## config.mk

```make
export PLATFORM = sky130hd
export DESIGN_NAME = otpcfg_ctrl
export DESIGN_NICKNAME = d
export VERILOG_FILES = /design/src/hw/otpcfg_pkg.sv /design/src/hw/otpcfg_addr_map.sv /design/src/hw/otpcfg_ctrl.sv
export VERILOG_INCLUDE_DIRS = /design/src /design/src/hw
export SDC_FILE = /design/constraint.sdc
export NUM_CORES = 1
export LEC_CHECK = 0
export BUFFER_PORTS_ARGS = -buffer_cell sky130_fd_sc_hd__buf_2
export CAP_MARGIN = 25
export CORE_MARGIN = 3
export CORE_UTILIZATION = 45
export CTS_CLUSTER_SIZE = 8
export DETAILED_ROUTE_END_ITERATION = 10
export GPL_TIMING_DRIVEN = 1
export PLACE_DENSITY_LB_ADDON = 0.25
export SKIP_CTS_REPAIR_TIMING = 1
export SLEW_MARGIN = 10
export SYNTH_ARGS = -nofsm -noshare
export SYNTH_HDL_FRONTEND = slang
export SYNTH_SLANG_ARGS = --single-unit
```

## constraint.sdc

```tcl
create_clock -name ref_clk_i -period 4 [get_ports ref_clk_i]
set_clock_uncertainty 0.05 [all_clocks]
set_input_delay 0.4 -clock ref_clk_i [delete_from_list [all_inputs] [get_ports ref_clk_i]]
set_output_delay 0.4 -clock ref_clk_i [all_outputs]
set_load 0.01 [all_outputs]
```

## src/hw/otpcfg_consts.svh

```systemverilog
// Constants for the OTP configuration and InfoPage control block
// Notes on behaviour
// MCU data addresses 0xFC00-0xFFFF map onto the 1 kB non-volatile data area.
// The non-volatile data area sits at physical array addresses 0x4400-0x47FF.
// MCU software keeps the program-write select clear and uses data addresses.
// Each reset loads configuration bytes from the info page into the status register.
// Array is 16 kB code plus 1 kB data main block, plus 512-byte info page.
// Programmer leaves the 32-byte device system area at offset 0x00 untouched.
// Programmer keeps reserved bytes at 0x20 and 0x24 at 0xFF; last 256 are user.
// Byte 0x23 equal 0xFF allows external main access; else only info page reads.
// Programmer sets the protect byte once, by its own command, as last command.
// One status register at special-function address 0xF8 serves SPI and MCU.
// Write latch bit 5 resets 0, enables SPI writes, clears after SPI writes only.
// Bit 4 is read-only active-low ready, reset 1, cleared when boot readout ends.
// Bit 3 redirects SPI reads and writes to info page; resets 0; both write it.
// Bit 2 reads 1 until loaded; 1 blocks SPI main access and info page writes.
// Generic status write never changes the write latch or protect bits.
// All configuration is done by the external party through info page updates.
// MCU reaches code and data storage through ordinary code and data accesses.
// Command 0x85 enables readback protection, accepted only with write latch set.
// Command 0x06 sets the write latch and command 0x04 clears it.
// Protection counts as active until the boot readout has completed.
`ifndef OTPCFG_CONSTS_SVH
`define OTPCFG_CONSTS_SVH

// ==========================================
// Register address and bit positions
`define OTPCFG_STATUS_ADDR   8'hF8
`define OTPCFG_BIT_WEN       5
`define OTPCFG_BIT_READY_LOW_FLAG      4
`define OTPCFG_BIT_REDIR     3
`define OTPCFG_BIT_RBD       2
`define OTPCFG_BIT_RSV1      1
`define OTPCFG_BIT_RSV0      0

// ==========================================
// Memory map
`define OTPCFG_NV_XDATA_BASE 16'hFC00
`define OTPCFG_NV_PHYS_BASE  15'h4400
`define OTPCFG_MAIN_LIMIT    15'h4800
`define OTPCFG_IP_RBD_OFS    15'h0023
`define OTPCFG_RBD_OPEN      8'hFF
`define OTPCFG_RBD_CLOSED    8'h00

// ==========================================
// SPI command bytes
`define OTPCFG_CMD_LATCH_SET   8'h06
`define OTPCFG_CMD_LATCH_CLEAR 8'h04
`define OTPCFG_CMD_STAT_READ   8'h05
`define OTPCFG_CMD_STAT_WRITE  8'h01
`define OTPCFG_CMD_READ        8'h03
`define OTPCFG_CMD_PROGRAM     8'h02
`define OTPCFG_CMD_RBD         8'h85

`endif

```

## src/hw/otpcfg_pkg.sv

```systemverilog
// Types shared by the OTP configuration block
package otpcfg_pkg;
  typedef enum logic [2:0] {
    OTPCFG_BOOT_REQ,
    OTPCFG_BOOT_WAIT,
    OTPCFG_IDLE,
    OTPCFG_SPI_WAIT,
    OTPCFG_RBD_WAIT,
    OTPCFG_MCU_WAIT
  } otpcfg_state_type;

  // One request to the OTP array
  typedef struct packed {
    logic        req;
    logic        wr;
    logic        info;
    logic [14:0] addr;
    logic [7:0]  wdata;
  } otpcfg_arr_req_type;
endpackage

```

## src/hw/otpcfg_addr_map.sv

```systemverilog
// Address mapping from MCU and SPI address spaces to OTP array addresses
`timescale 1ns/1ps
`default_nettype none
`include "otpcfg_consts.svh"
module otpcfg_addr_map (
  // MCU side
  input  wire logic [15:0] mcu_addr_i,
  input  wire logic        mcu_code_i,
  // SPI side
  input  wire logic [15:0] spi_addr_i,
  // Results
  output logic             mcu_hit_o,
  output logic [14:0]      mcu_phys_o,
  output logic             spi_main_ok_o,
  output logic [14:0]      spi_phys_o
);
  always_comb begin
    if (mcu_code_i) begin
      // 16 kB code space sits at the bottom of the main block
      mcu_hit_o  = (mcu_addr_i[15:14] == 2'b00);
      mcu_phys_o = {1'b0, mcu_addr_i[13:0]};
    end else begin
      mcu_hit_o  = (mcu_addr_i >= `OTPCFG_NV_XDATA_BASE);
      mcu_phys_o = `OTPCFG_NV_PHYS_BASE | {5'h00, mcu_addr_i[9:0]};
    end
    spi_phys_o    = spi_addr_i[14:0];
    spi_main_ok_o = (spi_addr_i[15] == 1'b0) && (spi_addr_i[14:0] < `OTPCFG_MAIN_LIMIT);
  end
endmodule
`default_nettype wire

```

## src/hw/otpcfg_ctrl.sv

```systemverilog
// OTP configuration, status register and access control
`timescale 1ns/1ps
`default_nettype none
`include "otpcfg_consts.svh"
module otpcfg_ctrl (
  // Clock and reset
  input  wire logic                  ref_clk_i,
  input  wire logic                  resetn_i,
  // Special-function register port from the MCU
  input  wire logic [7:0]            sfr_addr_i,
  input  wire logic                  sfr_wr_i,
  input  wire logic [7:0]            sfr_wdata_i,
  output logic [7:0]                 sfr_rdata_o,
  // Decoded SPI commands
  input  wire logic                  spi_valid_i,
  input  wire logic [7:0]            spi_cmd_i,
  input  wire logic [15:0]           spi_addr_i,
  input  wire logic [7:0]            spi_wdata_i,
  output logic                       spi_done_o,
  output logic                       spi_refused_o,
  output logic [7:0]                 spi_rdata_o,
  // MCU code and data accesses
  input  wire logic                  mcu_valid_i,
  input  wire logic                  mcu_wr_i,
  input  wire logic                  mcu_code_i,
  input  wire logic [15:0]           mcu_addr_i,
  input  wire logic [7:0]            mcu_wdata_i,
  output logic                       mcu_done_o,
  output logic                       mcu_refused_o,
  output logic [7:0]                 mcu_rdata_o,
  // OTP array port
  output otpcfg_pkg::otpcfg_arr_req_type arr_o,
  input  wire logic                  arr_ack_i,
  input  wire logic [7:0]            arr_rdata_i,
  // Status view
  output logic                       ready_low_flag_o,
  output logic                       readback_disable_o
);
  import otpcfg_pkg::*;

  // ==========================================
  // State
  otpcfg_state_type   state;
  otpcfg_state_type   next_state;
  otpcfg_arr_req_type arr;
  otpcfg_arr_req_type next_arr;
  logic               wen;
  logic               next_wen;
  logic               ready_low_flag;
  logic               next_ready_low_flag;
  logic               infopage_redirect;
  logic               next_infopage_redirect;
  logic               readback_disable;
  logic               next_readback_disable;
  logic               rsv0;
  logic               next_rsv0;
  logic               spi_done;
  logic               next_spi_done;
  logic               spi_refused;
  logic               next_spi_refused;
  logic [7:0]         spi_rdata;
  logic [7:0]         next_spi_rdata;
  logic               mcu_done;
  logic               next_mcu_done;
  logic               mcu_refused;
  logic               next_mcu_refused;
  logic [7:0]         mcu_rdata;
  logic [7:0]         next_mcu_rdata;
  logic [7:0]         sfr_rdata;
  logic [7:0]         next_sfr_rdata;
  logic [7:0]         status;
  logic               mcu_hit;
  logic [14:0]        mcu_phys;
  logic               spi_main_ok;
  logic [14:0]        spi_phys;
  logic               sfr_hit;

  otpcfg_addr_map u_map (
    .mcu_addr_i    (mcu_addr_i),
    .mcu_code_i    (mcu_code_i),
    .spi_addr_i    (spi_addr_i),
    .mcu_hit_o     (mcu_hit),
    .mcu_phys_o    (mcu_phys),
    .spi_main_ok_o (spi_main_ok),
    .spi_phys_o    (spi_phys)
  );

  // ==========================================
  // Status byte, shared by SPI and MCU
  always_comb begin
    status                        = 8'h00;
    status[`OTPCFG_BIT_WEN]       = wen;
    status[`OTPCFG_BIT_READY_LOW_FLAG]      = ready_low_flag;
    status[`OTPCFG_BIT_REDIR]     = infopage_redirect;
    status[`OTPCFG_BIT_RBD]       = readback_disable;
    status[`OTPCFG_BIT_RSV1]      = 1'b1;
    status[`OTPCFG_BIT_RSV0]      = rsv0;
  end

  assign sfr_hit = (sfr_addr_i == `OTPCFG_STATUS_ADDR);

  // ==========================================
  // Next-state logic
  always_comb begin
    next_state             = state;
    next_arr               = arr;
    next_wen               = wen;
    next_ready_low_flag    = ready_low_flag;
    next_infopage_redirect = infopage_redirect;
    next_readback_disable  = readback_disable;
    next_rsv0              = rsv0;
    next_spi_done          = 1'b0;
    next_spi_refused       = 1'b0;
    next_spi_rdata         = spi_rdata;
    next_mcu_done          = 1'b0;
    next_mcu_refused       = 1'b0;
    next_mcu_rdata         = mcu_rdata;
    next_sfr_rdata         = sfr_hit ? status : 8'h00;
    case (state)
      OTPCFG_BOOT_REQ: begin
        // Fetch the protect byte before anything else may touch the array
        next_arr = '{req: 1'b1, wr: 1'b0, info: 1'b1,
                     addr: `OTPCFG_IP_RBD_OFS, wdata: 8'h00};
        next_state = OTPCFG_BOOT_WAIT;
      end
      OTPCFG_BOOT_WAIT: begin
        if (arr_ack_i) begin
          next_arr.req          = 1'b0;
          next_readback_disable = (arr_rdata_i != `OTPCFG_RBD_OPEN);
          next_ready_low_flag   = 1'b0;
          next_state            = OTPCFG_IDLE;
        end
      end
      OTPCFG_IDLE: begin
        // Requesters drop valid in the cycle done is seen; the guard stops a retake
        if (spi_valid_i && !spi_done) begin
          case (spi_cmd_i)
            `OTPCFG_CMD_LATCH_SET: begin
              next_wen      = 1'b1;
              next_spi_done = 1'b1;
            end
            `OTPCFG_CMD_LATCH_CLEAR: begin
              next_wen      = 1'b0;
              next_spi_done = 1'b1;
            end
            `OTPCFG_CMD_STAT_READ: begin
              next_spi_rdata = status;
              next_spi_done  = 1'b1;
            end
            `OTPCFG_CMD_STAT_WRITE: begin
              // Only the redirect bit is open to this command
              next_infopage_redirect = spi_wdata_i[`OTPCFG_BIT_REDIR];
              next_spi_done          = 1'b1;
            end
            `OTPCFG_CMD_READ: begin
              if (infopage_redirect || (!readback_disable && spi_main_ok)) begin
                next_arr = '{req: 1'b1, wr: 1'b0, info: infopage_redirect,
                             addr: spi_phys, wdata: 8'h00};
                next_state = OTPCFG_SPI_WAIT;
              end else begin
                next_spi_done    = 1'b1;
                next_spi_refused = 1'b1;
              end
            end
            `OTPCFG_CMD_PROGRAM: begin
              if (wen && !readback_disable && (infopage_redirect || spi_main_ok)) begin
                next_arr = '{req: 1'b1, wr: 1'b1, info: infopage_redirect,
                             addr: spi_phys, wdata: spi_wdata_i};
                next_state = OTPCFG_SPI_WAIT;
              end else begin
                next_spi_done    = 1'b1;
                next_spi_refused = 1'b1;
              end
            end
            `OTPCFG_CMD_RBD: begin
              if (wen) begin
                next_arr = '{req: 1'b1, wr: 1'b1, info: 1'b1,
                             addr: `OTPCFG_IP_RBD_OFS, wdata: `OTPCFG_RBD_CLOSED};
                next_state = OTPCFG_RBD_WAIT;
              end else begin
                next_spi_done    = 1'b1;
                next_spi_refused = 1'b1;
              end
            end
            default: begin
              next_spi_done    = 1'b1;
              next_spi_refused = 1'b1;
            end
          endcase
        end else if (mcu_valid_i && !mcu_done) begin
          // MCU is internal, so the protect byte does not limit it
          if (mcu_hit && (!mcu_wr_i || wen)) begin
            next_arr = '{req: 1'b1, wr: mcu_wr_i, info: 1'b0,
                         addr: mcu_phys, wdata: mcu_wdata_i};
            next_state = OTPCFG_MCU_WAIT;
          end else begin
            next_mcu_done    = 1'b1;
            next_mcu_refused = 1'b1;
          end
        end
      end
      OTPCFG_SPI_WAIT: begin
        if (arr_ack_i) begin
          next_arr.req   = 1'b0;
          next_spi_rdata = arr_rdata_i;
          next_spi_done  = 1'b1;
          if (arr.wr) begin
            next_wen = 1'b0;
          end
          next_state = OTPCFG_IDLE;
        end
      end
      OTPCFG_RBD_WAIT: begin
        if (arr_ack_i) begin
          next_arr.req          = 1'b0;
          next_readback_disable = 1'b1;
          next_wen              = 1'b0;
          next_spi_done         = 1'b1;
          next_state            = OTPCFG_IDLE;
        end
      end
      OTPCFG_MCU_WAIT: begin
        // Latch stays set after MCU writes
        if (arr_ack_i) begin
          next_arr.req   = 1'b0;
          next_mcu_rdata = arr_rdata_i;
          next_mcu_done  = 1'b1;
          next_state     = OTPCFG_IDLE;
        end
      end
      default: begin
        next_state = OTPCFG_BOOT_REQ;
      end
    endcase
    // MCU write to the status register; its latch value wins over any SPI change of the latch
    if (sfr_wr_i && sfr_hit) begin
      next_wen               = sfr_wdata_i[`OTPCFG_BIT_WEN];
      next_infopage_redirect = sfr_wdata_i[`OTPCFG_BIT_REDIR];
      next_rsv0              = sfr_wdata_i[`OTPCFG_BIT_RSV0];
    end
  end

  // ==========================================
  // Registers
  always_ff @(posedge ref_clk_i or negedge resetn_i) begin
    if (!resetn_i) begin
      state             <= OTPCFG_BOOT_REQ;
      arr               <= '0;
      wen               <= 1'b0;
      ready_low_flag    <= 1'b1;
      infopage_redirect <= 1'b0;
      readback_disable  <= 1'b1;
      rsv0              <= 1'b0;
      spi_done          <= 1'b0;
      spi_refused       <= 1'b0;
      spi_rdata         <= 8'h00;
      mcu_done          <= 1'b0;
      mcu_refused       <= 1'b0;
      mcu_rdata         <= 8'h00;
      sfr_rdata         <= 8'h00;
    end else begin
      state             <= next_state;
      arr               <= next_arr;
      wen               <= next_wen;
      ready_low_flag    <= next_ready_low_flag;
      infopage_redirect <= next_infopage_redirect;
      readback_disable  <= next_readback_disable;
      rsv0              <= next_rsv0;
      spi_done          <= next_spi_done;
      spi_refused       <= next_spi_refused;
      spi_rdata         <= next_spi_rdata;
      mcu_done          <= next_mcu_done;
      mcu_refused       <= next_mcu_refused;
      mcu_rdata         <= next_mcu_rdata;
      sfr_rdata         <= next_sfr_rdata;
    end
  end

  // ==========================================
  // Outputs straight from flip-flops
  assign arr_o              = arr;
  assign sfr_rdata_o        = sfr_rdata;
  assign spi_done_o         = spi_done;
  assign spi_refused_o      = spi_refused;
  assign spi_rdata_o        = spi_rdata;
  assign mcu_done_o         = mcu_done;
  assign mcu_refused_o      = mcu_refused;
  assign mcu_rdata_o        = mcu_rdata;
  assign ready_low_flag_o   = ready_low_flag;
  assign readback_disable_o = readback_disable;
endmodule
`default_nettype wire

```

==> metrics.md <==
| Metric | Value |
|---|---|
| Outcome | completed |
| Die area | 0.007826 mm2 |
| Crit path kind | input port to flip-flop |
| Setup tns final | 0 ps |
| Max_cap viols | 0 |
| Area leader, netlist | dfrtp_1 |
| Async SR Flop Fraction | 100.0% |
| TritonCTS Buffers | 9 |
| Filler Cells Inserted | 559 |
| Syn Area/Cell | 11.55 um2 |
| WL final | 8034 um |
| Final setup viols | 0 |
| Final worst slack | 1432 ps |
| Antenna Nets Post-Route | 0 |
| H-tree levels | 3 |
| Vias in the first global route | 2,629 |
| First-pass GRT wire length | 12,450 um |
| Hold crit path type | input port to asynchronous set/reset pin |
| Peak fanout along the critical path | 24 |
| Placer Congestion | 0.7983 |
| # diodes | 0 |
| CP Launch Type | input port |
| Pre-CTS WS | 1120 ps |
| Fin area | 0.004044 mm2 |
| Drt via density | 5.500 |
| Num rows | 29 |
| Starting Density | 47.38% |
| Synth Warn # | 0 |
| #FFs+latches synth | 60 |
| Number of synthesized flops with an enable pin | 0 |
| Drt first pass iters | 4 |
| Measured slew at the worst slew-check pin | 950.3 ps |
| Worst endpoint required time | 4160 ps |
| Crit path time final | 2568 ps |
| Post-synthesis cell area | 0.003060 mm2 |
| CTS tree | done |
| Metal-1 WL | 3290 um |
| Root buffer cell | clkbuf_8 |
| Hold Violations, Final | 0 |
| Fin crit share | 64.20% |
| Core Util, Final | 62.61% |
| IO Count | 144 |
| Slowest CP cell | nor4_1 |
| DR top layer | met4 |
| R2R Setup Slk | 1540 ps |
| Routed WL per cell | 16.53 um |
| DRC Markers | 0 |
| Reg area | 0.001504 mm2 |
| Sequential fraction of the synthesis area | 49.14% |
| Die Y | 88.47 um |
| Sink Count | 60 |
| Die W | 88.47 um |
| Vias after detailed routing | 2,673 |
| CP max stage delay | 740 ps |
| Crit path buf inv count | 1 |
| Top_reg_cell synth | dfrtp_1 |
| Starting DRT DRC Count | 131 |
| Detail Route met3 WL | 476 um |
| Maximum buffer depth of the clock tree | 2 |
| Crit path capture type | flip-flop |
| Antenna violations before repair | 0 |
| DP Area | 0.003779 mm2 |
| PortBufs | 136 |
| Area Overhead vs Synth | 32.13% |
| Number of unique standard cell types used by synthesis | 56 |
| Hold_ws | 20.34 ps |
| Cells along the critical path | buf_2 > nor4_1 > nand4_1 > a22o_4 > nor2_8 > mux2_2 |
| Max Freq | 389.4 MHz |
| Layout cells sized above 1 | 46.94% |
| Nets | 492 |
| Top cell type's share of synthesized area | 47.42% |
| Leak | 0.002073 uW |
| Area occupied by multi-input gates | 0.001464 mm2 |
| PwrDens | 735.2 mW/mm2 |
| Post-detail-place hpwl | 6082 um |
| Post-synthesis instance total | 265 |
| Top delay family on crit path | simple AND/OR/NAND/NOR gates |
| Maximum vdd drop | 0.3822 mV |
| Most frequent cells after synthesis | dfrtp_1, nand2_1, o21ai_0 |
| Pins Over Slew Limit | 0 |
| Most common cell in the netlist | dfrtp_1 |
| Overflow after GRT | 0 |
| Skew-Pair Late Insertion Delay | 320 ps |
| Worst slew margin | 36.12% |
| Ranking of synthesized cells by area | dfrtp_1, mux2_4, mux2_2 |
| Arrival time of the worst setup path | 2720 ps |
| Met2 wire len | 4183 um |
| Total Routing Usage GR | 20.96% |
| Core Footprint | 0.006459 mm2 |
| RSZ-0062 raised after global routing | no |
| Worst-path clk slew | 70 ps |
| Largest net degree at the start of global routing | 35 |
stage by stage:
step / cells / power, uW
floorplan: 266 / 1889
global placement: 470 / 2227
detailed placement: 470 / 2261
CTS: 486 / 2997
global route: 486 / 3164
finish: 486 / 2973
flip-flops by register name, indices dropped and copies added, names as in the netlist, 3 cells and up:
name / cells
mcu_rdata_o: 8
arr_o: 26
sfr_rdata_o: 6
state: 3
spi_rdata_o: 8
worst reg2reg max path, delay by kind of cell (launching register included):
kind	cells	cell delay (ps)
muxes	1	140
and+or+nand+nor	3	1420
DFF	1	530
AOI/OAI and AO/OA	1	260
power by group:
part	total (uW)	switching, uW	leakage, uW	internal, uW
registers	1010	165	0.000784	845
logic	1240	642	0.00116	598
clock network	723	228	0.000131	495
total	2970	1030	0.00207	1940
final timing paths:
check,start,endpoint,depth (start not counted)
max in group asynchronous,resetn_i,readback_disable_o,2
worst max-delay path,spi_cmd_i[3],arr_o[10],6
worst min register to register,ready_low_flag_o,ready_low_flag_o,2
min in group ref_clk_i,sfr_addr_i[1],sfr_rdata_o[1],2
worst max register to register,state[0],arr_o[6],5
worst min-delay path,resetn_i,sfr_rdata_o[3],1
per-layer routing:
metal	vias to the layer above	track usage, %
met4	0	6.868
li1	1270	-
met3	8	4.749
met1	1308	24.97
met2	87	37.39
met5	-	0
layout by cell type (no fill, tap or decap), drive strengths merged, types with 5 or more instances in the layout:
cell	synthesis	routed
a21oi	8	8
o21ai	18	18
mux2i	6	6
buf	5	138
nand2	18	18
dfrtp	58	58
nor4	7	7
mux2	30	30
a22o	17	17
nor2	14	14
nor2b	5	5
nand2b	9	9
and2	5	5
inv	5	5
nand4	5	5
clkbuf	6	12
final cells by class:
type	instances	area share, %
flip-flops and latches	60	37.19
repair buffers	138	17.20
multi-input cells	190	36.20
inverters	5	0.4641
clock inverters	4	2.970
well taps	77	2.382
clock buffers	12	3.589
kinds of logic after synthesis:
group / after synthesis / synth area share, %
other: 1 / 0.1225
multiplexers: 36 / 14.96
buffers and inverters: 16 / 3.148
AND/OR/NAND/NOR: 82 / 15.82
flip-flops: 60 / 49.14
AO/OA/AOI/OAI: 70 / 16.80
Note: power is estimated with default switching activity, not from simulation.
